`src/common/rth_defines.svh`:
```
// Overview of operation
// - preset request while stopped loads preset position
// - mode 0 two-sensor, 1 three-sensor, default 1
// - run speed 1 to 1,000,000 Hz, default 1000
// - accel setting 1 to 1,000,000, default 30000
// - start speed 1 to 1,000,000 Hz, default 100
// - signed 24-bit home offset, default zero
// - start direction 0 negative, 1 positive, default 1
// - two-sensor travels backward steps after leaving limit
// - index slot qualifies home only when enabled
// - timing qualifier 0 off, 1 phase, 2 encoder
// - ready drops at start; host then releases request
// - home reached flag set when homing completes
// - final speed is start speed capped at 500 Hz
// - three-sensor stops on home edge, reverses, stops again; the code keeps moving_out high through both home edges
// - two-sensor reverses off limit then backward steps
// - offset move after mechanical home gives electrical home
`ifndef RTH_DEFINES_SVH
`define RTH_DEFINES_SVH

// register byte offsets
`define RTH_OFF_CTRL     8'h00
`define RTH_OFF_RUN      8'h04
`define RTH_OFF_START    8'h08
`define RTH_OFF_ACCEL    8'h0C
`define RTH_OFF_OFFSET   8'h10
`define RTH_OFF_BACK     8'h14
`define RTH_OFF_PRESET   8'h18
`define RTH_OFF_POSITION 8'h1C
`define RTH_OFF_STATUS   8'h20

// control register field positions
`define RTH_CTRL_MODE    0
`define RTH_CTRL_DIR     1
`define RTH_CTRL_INDEX_SLOT_INPUT    2
`define RTH_CTRL_TIM_LO  4
`define RTH_CTRL_TIM_HI  5

// field encodings
`define RTH_MODE_THREE   1'h1
`define RTH_TIM_PHASE    2'h1
`define RTH_TIM_ENC      2'h2

// reset values
`define RTH_RST_MODE     1'h1
`define RTH_RST_DIR      1'h1
`define RTH_RST_INDEX_SLOT_INPUT     1'h0
`define RTH_RST_TIM      2'h0
`define RTH_RST_RUN      20'h003E8
`define RTH_RST_START    20'h00064
`define RTH_RST_ACCEL    20'h07530
`define RTH_RST_OFFSET   24'h000000
`define RTH_RST_BACK     24'h000000
`define RTH_RST_PRESET   32'h00000000

// final speed ceiling in Hz
`define RTH_FINAL_CAP    20'h001F4

`endif

```
`src/common/rth_pkg.sv`:
```
`default_nettype none
package rth_pkg;

    // sequencer states, one-hot
    typedef enum logic [6:0] {
        S_IDLE = 7'h01,
        S_SEEK = 7'h02,
        S_REV  = 7'h04,
        S_BACK = 7'h08,
        S_QUAL = 7'h10,
        S_OFFS = 7'h20,
        S_DONE = 7'h40
    } rth_state_t;

    // software settings
    typedef struct packed {
        logic               mode;        // three-sensor when high
        logic               dir;         // start direction, high positive
        logic               index_slot_input_en;     // index slot qualification
        logic [1:0]         tim_sel;     // timing qualifier select
        logic [19:0]        run_speed;   // Hz
        logic [19:0]        start_speed; // Hz
        logic [19:0]        accel;       // accel/decel setting
        logic signed [23:0] offset;      // steps from mechanical home
        logic [23:0]        back_steps;  // two-sensor travel
        logic signed [31:0] preset;      // preset position
    } rth_cfg_t;

    // external levels after filtering
    typedef struct packed {
        logic home;
        logic lim_pos;
        logic lim_neg;
        logic index_slot_input;
        logic tim;
        logic encoder_index_output;
        logic seek_req;
        logic preset_req;
    } rth_pins_t;

endpackage : rth_pkg
`default_nettype wire

```
`src/design/rth_top.sv`:
```
// Design decisions made here: the APB slave port and the address map.
`include "rth_defines.svh"
`default_nettype none
module rth_top
    import rth_pkg::*;
(
    input  wire logic        clock_in,             // 40 MHz system clock
    input  wire logic        reset_n_in,           // async reset, active low
    input  wire logic        ce_in,                // clock enable, freezes all
    input  wire logic        psel_in,              // apb select
    input  wire logic        penable_in,           // apb enable
    input  wire logic        pwrite_in,            // apb write
    input  wire logic [7:0]  paddr_in,             // apb byte address
    input  wire logic [31:0] pwdata_in,            // apb write data
    output logic      [31:0] prdata_out,           // apb read data
    output logic             pready_out,           // apb ready
    output logic             pslverr_out,          // apb error
    input  wire logic        origin_seek_request_in,     // host start pin
    input  wire logic        position_preset_request_in, // host preset pin
    input  wire logic        home_sensor_in,       // home sensor
    input  wire logic        end_limit_pos_in,     // positive end limit
    input  wire logic        end_limit_neg_in,     // negative end limit
    input  wire logic        index_slot_in,        // slot sensor
    input  wire logic        step_phase_timing_in, // phase timing signal
    input  wire logic        encoder_index_in,     // encoder index
    input  wire logic        step_done_in,         // one pulse per step taken
    output logic             ready_out,            // idle, accepts a start
    output logic             origin_reached_out,   // homing complete
    output logic             moving_out,           // motor commanded to move
    output logic             dir_out,              // high positive direction
    output logic      [19:0] speed_out,            // commanded speed, Hz
    output logic      [19:0] accel_out             // commanded accel setting
);
    rth_cfg_t           cfg;        // software settings
    rth_state_t         state;      // sequencer state
    rth_pins_t          pins_raw;   // pin bundle before filter
    rth_pins_t          pins;       // filtered levels
    rth_pins_t          pins_q;     // previous filtered levels
    logic signed [31:0] position;   // command position
    logic [23:0]        step_cnt;   // steps in current segment
    logic [23:0]        off_mag;    // offset magnitude
    logic [19:0]        final_speed;// capped final speed
    logic               home_rise;  // home sensor on edge
    logic               seek_rise;  // start request edge
    logic               preset_rise;// preset request edge
    logic               lim_ahead;  // limit in travel direction
    logic               lim_behind; // limit opposite to travel
    logic               qual_need;  // any qualifier enabled
    logic               qual_ok;    // qualifiers satisfied
    logic               apb_setup;  // access phase, first cycle
    logic               apb_done;   // access completes this edge

    assign pins_raw = '{home: home_sensor_in, lim_pos: end_limit_pos_in,
                        lim_neg: end_limit_neg_in, index_slot_input: index_slot_in,
                        tim: step_phase_timing_in, encoder_index_output: encoder_index_in,
                        seek_req: origin_seek_request_in,
                        preset_req: position_preset_request_in};

    // all sensor and request pins pass the three-stage filter; step_done_in is used unfiltered
    rth_sync #(
        .W($bits(rth_pins_t))
    ) u_sync (
        .clock_in   (clock_in),
        .reset_n_in (reset_n_in),
        .ce_in      (ce_in),
        .d_in       (pins_raw),
        .q_out      (pins)
    );

    // previous levels for edge detection
    always_ff @(posedge clock_in or negedge reset_n_in) begin
        if (!reset_n_in) begin
            pins_q <= '0;
        end else if (ce_in) begin
            pins_q <= pins;
        end
    end

    assign home_rise   = pins.home & ~pins_q.home;
    // start only on the request edge while ready
    assign seek_rise   = pins.seek_req & ~pins_q.seek_req;
    assign preset_rise = pins.preset_req & ~pins_q.preset_req;
    assign lim_ahead   = dir_out ? pins.lim_pos : pins.lim_neg;
    assign lim_behind  = dir_out ? pins.lim_neg : pins.lim_pos;
    // two's complement magnitude, -8388608 fits as unsigned
    assign off_mag     = cfg.offset[23] ? 24'(-cfg.offset) : 24'(cfg.offset);
    assign final_speed = (cfg.start_speed < `RTH_FINAL_CAP) ? cfg.start_speed
                                                            : `RTH_FINAL_CAP;

    // slot and timing qualifiers; select 3 acts as off
    always_comb begin
        qual_need = cfg.index_slot_input_en | (cfg.tim_sel == `RTH_TIM_PHASE)
                  | (cfg.tim_sel == `RTH_TIM_ENC);
        qual_ok   = 1'b1;
        if (cfg.index_slot_input_en) begin
            qual_ok = pins.index_slot_input;
        end
        if (cfg.tim_sel == `RTH_TIM_PHASE) begin
            qual_ok = qual_ok & pins.tim;
        end else if (cfg.tim_sel == `RTH_TIM_ENC) begin
            qual_ok = qual_ok & pins.encoder_index_output;
        end
    end

    // sequencer, also owns direction, ready and reached flags
    always_ff @(posedge clock_in or negedge reset_n_in) begin
        if (!reset_n_in) begin
            state              <= S_IDLE;
            dir_out            <= `RTH_RST_DIR;
            ready_out          <= 1'b1;
            origin_reached_out <= 1'b0;
            step_cnt           <= '0;
        end else if (ce_in) begin
            case (state)
                S_IDLE: begin
                    if (seek_rise && ready_out) begin
                        dir_out            <= cfg.dir;
                        ready_out          <= 1'b0;
                        origin_reached_out <= 1'b0;
                        state              <= S_SEEK;
                    end
                end
                S_SEEK: begin
                    if (lim_ahead) begin
                        dir_out <= ~dir_out;
                        if (cfg.mode != `RTH_MODE_THREE) begin
                            state <= S_REV;
                        end
                    end else if (cfg.mode == `RTH_MODE_THREE && home_rise) begin
                        // first home edge, reverse without stopping; moving stays high
                        dir_out <= ~dir_out;
                        state   <= S_REV;
                    end
                end
                S_REV: begin
                    if (cfg.mode == `RTH_MODE_THREE) begin
                        if (home_rise) begin
                            state <= S_QUAL;
                        end
                    end else if (!lim_behind) begin
                        step_cnt <= '0;
                        state    <= S_BACK;
                    end
                end
                S_BACK: begin
                    if (step_cnt == cfg.back_steps) begin
                        state <= S_QUAL;
                    end else if (step_done_in) begin
                        step_cnt <= step_cnt + 24'h000001;
                    end
                end
                S_QUAL: begin
                    if (!qual_need || qual_ok) begin
                        step_cnt <= '0;
                        dir_out  <= ~cfg.offset[23];
                        state    <= S_OFFS;
                    end
                end
                S_OFFS: begin
                    // offset move ends at electrical home
                    if (step_cnt == off_mag) begin
                        state <= S_DONE;
                    end else if (step_done_in) begin
                        step_cnt <= step_cnt + 24'h000001;
                    end
                end
                S_DONE: begin
                    origin_reached_out <= 1'b1;
                    ready_out          <= 1'b1;
                    state              <= S_IDLE;
                end
                default: begin
                    state     <= S_IDLE;
                    ready_out <= 1'b1;
                end
            endcase
        end
    end

    // commanded speed per segment; accel passed straight on
    always_ff @(posedge clock_in or negedge reset_n_in) begin
        if (!reset_n_in) begin
            speed_out  <= '0;
            accel_out  <= `RTH_RST_ACCEL;
            moving_out <= 1'b0;
        end else if (ce_in) begin
            // accel setting feeds the pulse generator
            accel_out  <= cfg.accel;
            // moving in every motion state; drops as the offset count
            // is met, so no stray step lands after position is zeroed
            moving_out <= (state inside {S_SEEK, S_REV, S_BACK, S_QUAL})
                        || (state == S_OFFS && step_cnt != off_mag);
            case (state)
                S_SEEK: begin
                    // run speed or start speed by mode
                    speed_out <= (cfg.mode == `RTH_MODE_THREE) ? cfg.run_speed
                                                               : cfg.start_speed;
                end
                S_REV: begin
                    speed_out <= (cfg.mode == `RTH_MODE_THREE) ? final_speed
                                                               : cfg.start_speed;
                end
                S_BACK, S_QUAL, S_OFFS: begin
                    speed_out <= final_speed;
                end
                default: begin
                    speed_out <= '0;
                end
            endcase
        end
    end

    // command position; preset only honoured while stopped
    always_ff @(posedge clock_in or negedge reset_n_in) begin
        if (!reset_n_in) begin
            position <= '0;
        end else if (ce_in) begin
            if (state == S_IDLE && !moving_out && preset_rise) begin
                position <= cfg.preset;
            end else if (state == S_DONE) begin
                // electrical home reads as zero
                position <= '0;
            end else if (step_done_in) begin
                position <= dir_out ? position + 32'sh00000001
                                    : position - 32'sh00000001;
            end
        end
    end

    // apb: one wait state, so read data comes from a flop
    assign apb_setup = psel_in & penable_in & ~pready_out;
    assign apb_done  = psel_in & penable_in & pready_out;

    // ready, error and read data
    always_ff @(posedge clock_in or negedge reset_n_in) begin
        if (!reset_n_in) begin
            pready_out  <= 1'b0;
            pslverr_out <= 1'b0;
            prdata_out  <= '0;
        end else if (ce_in) begin
            pready_out  <= apb_setup;
            pslverr_out <= 1'b0;
            prdata_out  <= '0;
            if (apb_setup) begin
                if (paddr_in == `RTH_OFF_CTRL) begin
                    prdata_out[`RTH_CTRL_MODE] <= cfg.mode;
                    prdata_out[`RTH_CTRL_DIR]  <= cfg.dir;
                    prdata_out[`RTH_CTRL_INDEX_SLOT_INPUT] <= cfg.index_slot_input_en;
                    prdata_out[`RTH_CTRL_TIM_HI:`RTH_CTRL_TIM_LO] <= cfg.tim_sel;
                end else if (paddr_in == `RTH_OFF_RUN) begin
                    prdata_out <= 32'(cfg.run_speed);
                end else if (paddr_in == `RTH_OFF_START) begin
                    prdata_out <= 32'(cfg.start_speed);
                end else if (paddr_in == `RTH_OFF_ACCEL) begin
                    prdata_out <= 32'(cfg.accel);
                end else if (paddr_in == `RTH_OFF_OFFSET) begin
                    prdata_out <= 32'(cfg.offset);
                end else if (paddr_in == `RTH_OFF_BACK) begin
                    prdata_out <= 32'(cfg.back_steps);
                end else if (paddr_in == `RTH_OFF_PRESET) begin
                    prdata_out <= cfg.preset;
                end else if (paddr_in == `RTH_OFF_POSITION) begin
                    prdata_out <= position;
                end else if (paddr_in == `RTH_OFF_STATUS) begin
                    prdata_out <= {22'h0, state, moving_out,
                                   origin_reached_out, ready_out};
                end else begin
                    // unmapped: error, data zero
                    pslverr_out <= 1'b1;
                end
            end
        end
    end

    // settings writes, taken at the completing edge only
    always_ff @(posedge clock_in or negedge reset_n_in) begin
        if (!reset_n_in) begin
            cfg <= '{mode: `RTH_RST_MODE, dir: `RTH_RST_DIR, index_slot_input_en: `RTH_RST_INDEX_SLOT_INPUT,
                     tim_sel: `RTH_RST_TIM, run_speed: `RTH_RST_RUN,
                     start_speed: `RTH_RST_START, accel: `RTH_RST_ACCEL,
                     offset: `RTH_RST_OFFSET, back_steps: `RTH_RST_BACK,
                     preset: `RTH_RST_PRESET};
        end else if (ce_in && apb_done && pwrite_in) begin
            // changing settings mid-seek takes effect at once; not blocked
            if (paddr_in == `RTH_OFF_CTRL) begin
                cfg.mode    <= pwdata_in[`RTH_CTRL_MODE];
                cfg.dir     <= pwdata_in[`RTH_CTRL_DIR];
                cfg.index_slot_input_en <= pwdata_in[`RTH_CTRL_INDEX_SLOT_INPUT];
                cfg.tim_sel <= pwdata_in[`RTH_CTRL_TIM_HI:`RTH_CTRL_TIM_LO];
            end else if (paddr_in == `RTH_OFF_RUN) begin
                cfg.run_speed <= pwdata_in[19:0];
            end else if (paddr_in == `RTH_OFF_START) begin
                cfg.start_speed <= pwdata_in[19:0];
            end else if (paddr_in == `RTH_OFF_ACCEL) begin
                cfg.accel <= pwdata_in[19:0];
            end else if (paddr_in == `RTH_OFF_OFFSET) begin
                cfg.offset <= pwdata_in[23:0];
            end else if (paddr_in == `RTH_OFF_BACK) begin
                cfg.back_steps <= pwdata_in[23:0];
            end else if (paddr_in == `RTH_OFF_PRESET) begin
                cfg.preset <= pwdata_in;
            end
        end
    end
endmodule : rth_top
`default_nettype wire

```
`src/design/rth_sync.sv`:
```
`default_nettype none
module rth_sync #(
    parameter int W = 8
) (
    input  wire logic         clock_in,   // system clock
    input  wire logic         reset_n_in, // async reset, active low
    input  wire logic         ce_in,      // clock enable
    input  wire logic [W-1:0] d_in,       // raw pin levels
    output logic      [W-1:0] q_out       // filtered levels
);
    logic [W-1:0] s1; // first stage, read only by s2
    logic [W-1:0] s2; // second stage
    logic [W-1:0] s3; // third stage

    // three-stage shift; a bit changes only once s2 and s3 agree
    always_ff @(posedge clock_in or negedge reset_n_in) begin
        if (!reset_n_in) begin
            s1    <= '0;
            s2    <= '0;
            s3    <= '0;
            q_out <= '0;
        end else if (ce_in) begin
            s1    <= d_in;
            s2    <= s1;
            s3    <= s2;
            // per bit: take the agreed value, else hold
            q_out <= (s2 & s3) | (q_out & (s2 | s3));
        end
    end
endmodule : rth_sync
`default_nettype wire

```
`config.mk`:
```
export PLATFORM = sky130hd
export DESIGN_NAME = rth_top
export DESIGN_NICKNAME = d
export VERILOG_FILES = /design/src/common/rth_pkg.sv /design/src/design/rth_top.sv /design/src/design/rth_sync.sv
export VERILOG_INCLUDE_DIRS = /design/src /design/src/common
export SDC_FILE = /design/constraint.sdc
export NUM_CORES = 1
export LEC_CHECK = 0
export ABC_AREA = 1
export BUFFER_PORTS_ARGS = -buffer_cell sky130_fd_sc_hd__buf_2
export CAP_MARGIN = 25
export CORE_MARGIN = 2
export CORE_UTILIZATION = 40
export CTS_CLUSTER_DIAMETER = 120
export DETAILED_ROUTE_END_ITERATION = 12
export PLACE_DENSITY = 0.65
export SLEW_MARGIN = 20
export SYNTH_ARGS = -nofsm -noshare
export SYNTH_HDL_FRONTEND = slang
export SYNTH_SLANG_ARGS = --single-unit
export TNS_END_PERCENT = 50
```
`constraint.sdc`:
```
create_clock -name clock_in -period 2.6 [get_ports clock_in]
set_input_delay 0.52 -clock clock_in [delete_from_list [all_inputs] [get_ports clock_in]]
set_output_delay 0.52 -clock clock_in [all_outputs]
set_load 0.005 [all_outputs]
```
==> results.toml <==
[run_status]
status = "completed"

[floorplanning]
row_count = 77
io_pins = 133
dieWidth_um = 216
start_util_pct = 40.6
die_area_sq_um = 46600
core_area_sq_um = 44200
die_h_um = 216

[worst_setup_path]
crit_slowest_cell = "dfstp_2"
arrival_ns = 3.01
worstSetupPathType = "register to register"
required_ns = 3.08
cp_cell_sequence = "clkinvlp_4 -> buf_12 -> ha_1 -> a21o_1 -> a21oi_1 -> o21bai_2 -> a21oi_2 -> inv_1 -> nand3b_1 -> nand2_1 -> nand2_1 -> nand3_1 -> a21oi_1"
cp-start-kind = "register"
cp_max_fo = 32
slowest_delay_ns = 0.55
rrSetupSlack_ns = 0.08
end_kind = "register"

[global_route]
grt_pass1_vias = 16400
grt_max_degree = 119
grt_pass1_wl_mm = 98.3
overflow = 0
antenna_found_initial = 2
grt_usage_pct = 27.3

[synth]
synthAdderAreaFrac_pct = 2.34
synth_seq_area_share_pct = 44.9
synth-edff-count = 0
avgSynthCellArea_sq_um = 7.61
synthXorXnorAreaFrac_pct = 3.02
ys_seq_elements = 321
netlist_area_sq_um = 18000
ys_types = 59
async_flop_share_pct = 100
synth_compound_area_share_pct = 17.0
yosysWarnings = 0
synthCells = 2359
synth_fp_nets = 2447
synth_top_family_by_area = "simple AND/OR/NAND/NOR gates"
synth_top_flop_cell = "dfrtp_1"
synth-simple-area-share_pct = 24.9
muxShareOfSynthArea_pct = 0.502

[timing]
skew_ns = 0.0264
fmax_mhz = 396
relSlewSlack_pct = 45.6
finalSetupViolations = 0
slew_viol_final = 0
fin_crit_sh_pct = 97.1
finalWorstSetupSlack_ns = 0.0753
worst_pin_slew_ns = 0.815
rsz0062_at_grt = "yes"
hold_viol = 0
period_minus_slack_ns = 2.52

[power_and_ir_drop]
p_leak_nw = 10.5
powerDensity_nw_per_um2 = 878
power.total_mw = 19.0
irDropWorstVdd_mv = 0.413

[clock_tree]
path_clk_slew_ns = 0.06
clk_path_buf_depth = 3
cts_buffers = 37
cts.sinks = 321
clock_latency_ns = 0.56
tritoncts = "yes"
htree_levels = 2
cts_root_buffer = "clkbuf_16"

[placement]
numPortBuffers = 132
dpl_worst_slack_ns = -0.0427
place_congestion = 0.947
post-dp-hpwl_mm = 48.0
dp_cells = 3071

[layout]
final_nets = 2622
drive_gt1_share_pct = 18.5
area_growth_pct = 20.6
diodes = 0
fin_cells = 3154

[route]
dr_wl_met2_mm = 28.9
wirelength_mm = 64.1
wirelength_met1_mm = 27.7
dr_wl_met3_mm = 5.23
viasPerCell = 5.53
drc = 0
drtIter0Drc = 1949
dr.max_layer_used = "met4"
via_count = 17500
wire_per_inst_um = 20.3
ant_nets = 0
drtPass1Iterations = 6

[run]
maxCapViolations = 0

[hold_path]
hold_path_class = "input port to register"
[cell usage in the layout, fill, tap and decap left out, drive strengths merged, types with 10 or more instances in the layout]
cell type,n
ha,32
clkbuf,46
nand4,33
o21ai,302
clkinv,13
dfstp,28
nor2,180
dfrtp,293
o2111ai,10
nor3,19
o22ai,24
a221oi,12
a21oi,124
nand2,681
o221ai,13
nand3,110
o211ai,19
inv,221
xnor2,30
nand3b,11
nor4,11
buf,244
xor2,32
[worst paths after layout]
path / endpoint / depth (start not counted) / startpoint
setup / recovery: position[29]$_DFFE_PN0P_ / 13 / dir_out$_DFFE_PN1P_
hold / removal: u_sync.s1[2]$_DFFE_PN0P_ / 3 / encoder_index_in
setup reg to reg: position[29]$_DFFE_PN0P_ / 13 / dir_out$_DFFE_PN1P_
hold reg to reg: accel_out[19]$_DFFE_PN0P_ / 2 / accel_out[19]$_DFFE_PN0P_
max in group asynchronous: accel_out[14]$_DFFE_PN1P_ / 3 / reset_n_in
min in group asynchronous: position[23]$_DFFE_PN0P_ / 2 / reset_n_in
[cell usage after synthesis (10+ instances only)]
library cell / instances / share of area [%]
o221ai_1: 13 / 0.63
o211ai_1: 19 / 0.79
nand3_1: 107 / 3.0
buf_2: 14 / 0.39
o21ai_0: 297 / 8.3
xnor2_1: 30 / 1.5
nor2_1: 168 / 3.5
o22ai_1: 24 / 0.84
clkbuf_1: 83 / 1.7
nor3_1: 19 / 0.53
nand4_1: 29 / 1.0
ha_1: 32 / 2.2
dfstp_2: 28 / 4.1
xor2_1: 32 / 1.6
nand2_1: 672 / 14
inv_2: 10 / 0.21
a221oi_1: 12 / 0.59
nand3b_1: 11 / 0.46
dfrtp_1: 293 / 41
inv_1: 212 / 4.4
a21oi_1: 124 / 3.5
[state kept, by name, summed over array words and instances (netlist names)]
signal              cells
state                   7
cfg                   145
moving_out              1
origin_reached_out      1
dir_out                 1
pins_q                  3
u_sync.s1               8
u_sync.s3               8
step_cnt               24
speed_out              20
position               32
pslverr_out             1
u_sync.s2               8
u_sync.q_out            8
ready_out               1
pready_out              1
accel_out              20
prdata_out             32
[cell type report]
cell class	instances	area (sq um)
clock buffers	45	1010
clock inverters	22	363
fillers	4256	22600
inverters	224	846
multi-input cells	1704	8930
flip-flops and latches	321	8070
well taps	592	741
repair buffers	246	1710
[report_power, final]
part / internal (mW) / switching, mW / leakage, nW
Clock: 3.68 / 2.23 / 0.669
Combinational: 2.64 / 4.68 / 5.57
Sequential: 5.40 / 0.392 / 4.22
[worst max-delay path: cells and delay by family (launching register included)]
| kind | cells | cell delay [ns] |
|---|---|---|
| AOI/OAI and AO/OA | 5 | 0.80 |
| adders and majority gates | 1 | 0.38 |
| buffers and inverters | 3 | 0.38 |
| DFF | 1 | 0.55 |
| and+or+nand+nor | 4 | 0.33 |
[per-stage QoR]
step	hold WS, ns	TNS (ns)	utilization [%]	instance area, sq um
final	0.183	0	49.0	21700
after global routing	0.183	-1.40	49.0	21700
after CTS	0.165	0	48.0	21200
after detailed placement	0.454	-0.119	44.9	19900
after global placement	0.451	-0.0158	44.9	19900
after floorplan	0.224	-1.11	-	18000
[timing repair]
item,in CTS,in global routing
hold endpoints to repair,41,0
resized for setup,0,93
endpoints found under the setup margin,0,52
hold buffers,1,0
setup buffers,0,13
[layer usage]
metal / vias to the layer above / track usage [%]
met3: 125 / 4.88
li1: 8177 / -
met4: 0 / 9.36
met5: - / 0
met2: 718 / 42.0
met1: 8435 / 38.8
[cell families (layout without fill, tap and decap cells)]
family	Yosys count	in the layout
AO/OA/AOI/OAI	544	544
XOR/XNOR	62	62
adder cells (fa/ha/maj)	33	33
buffers and inverters	335	537
flip-flops	321	321
multiplexers	8	8
AND/OR/NAND/NOR	1056	1057
Power figures use the tool's default switching activity.
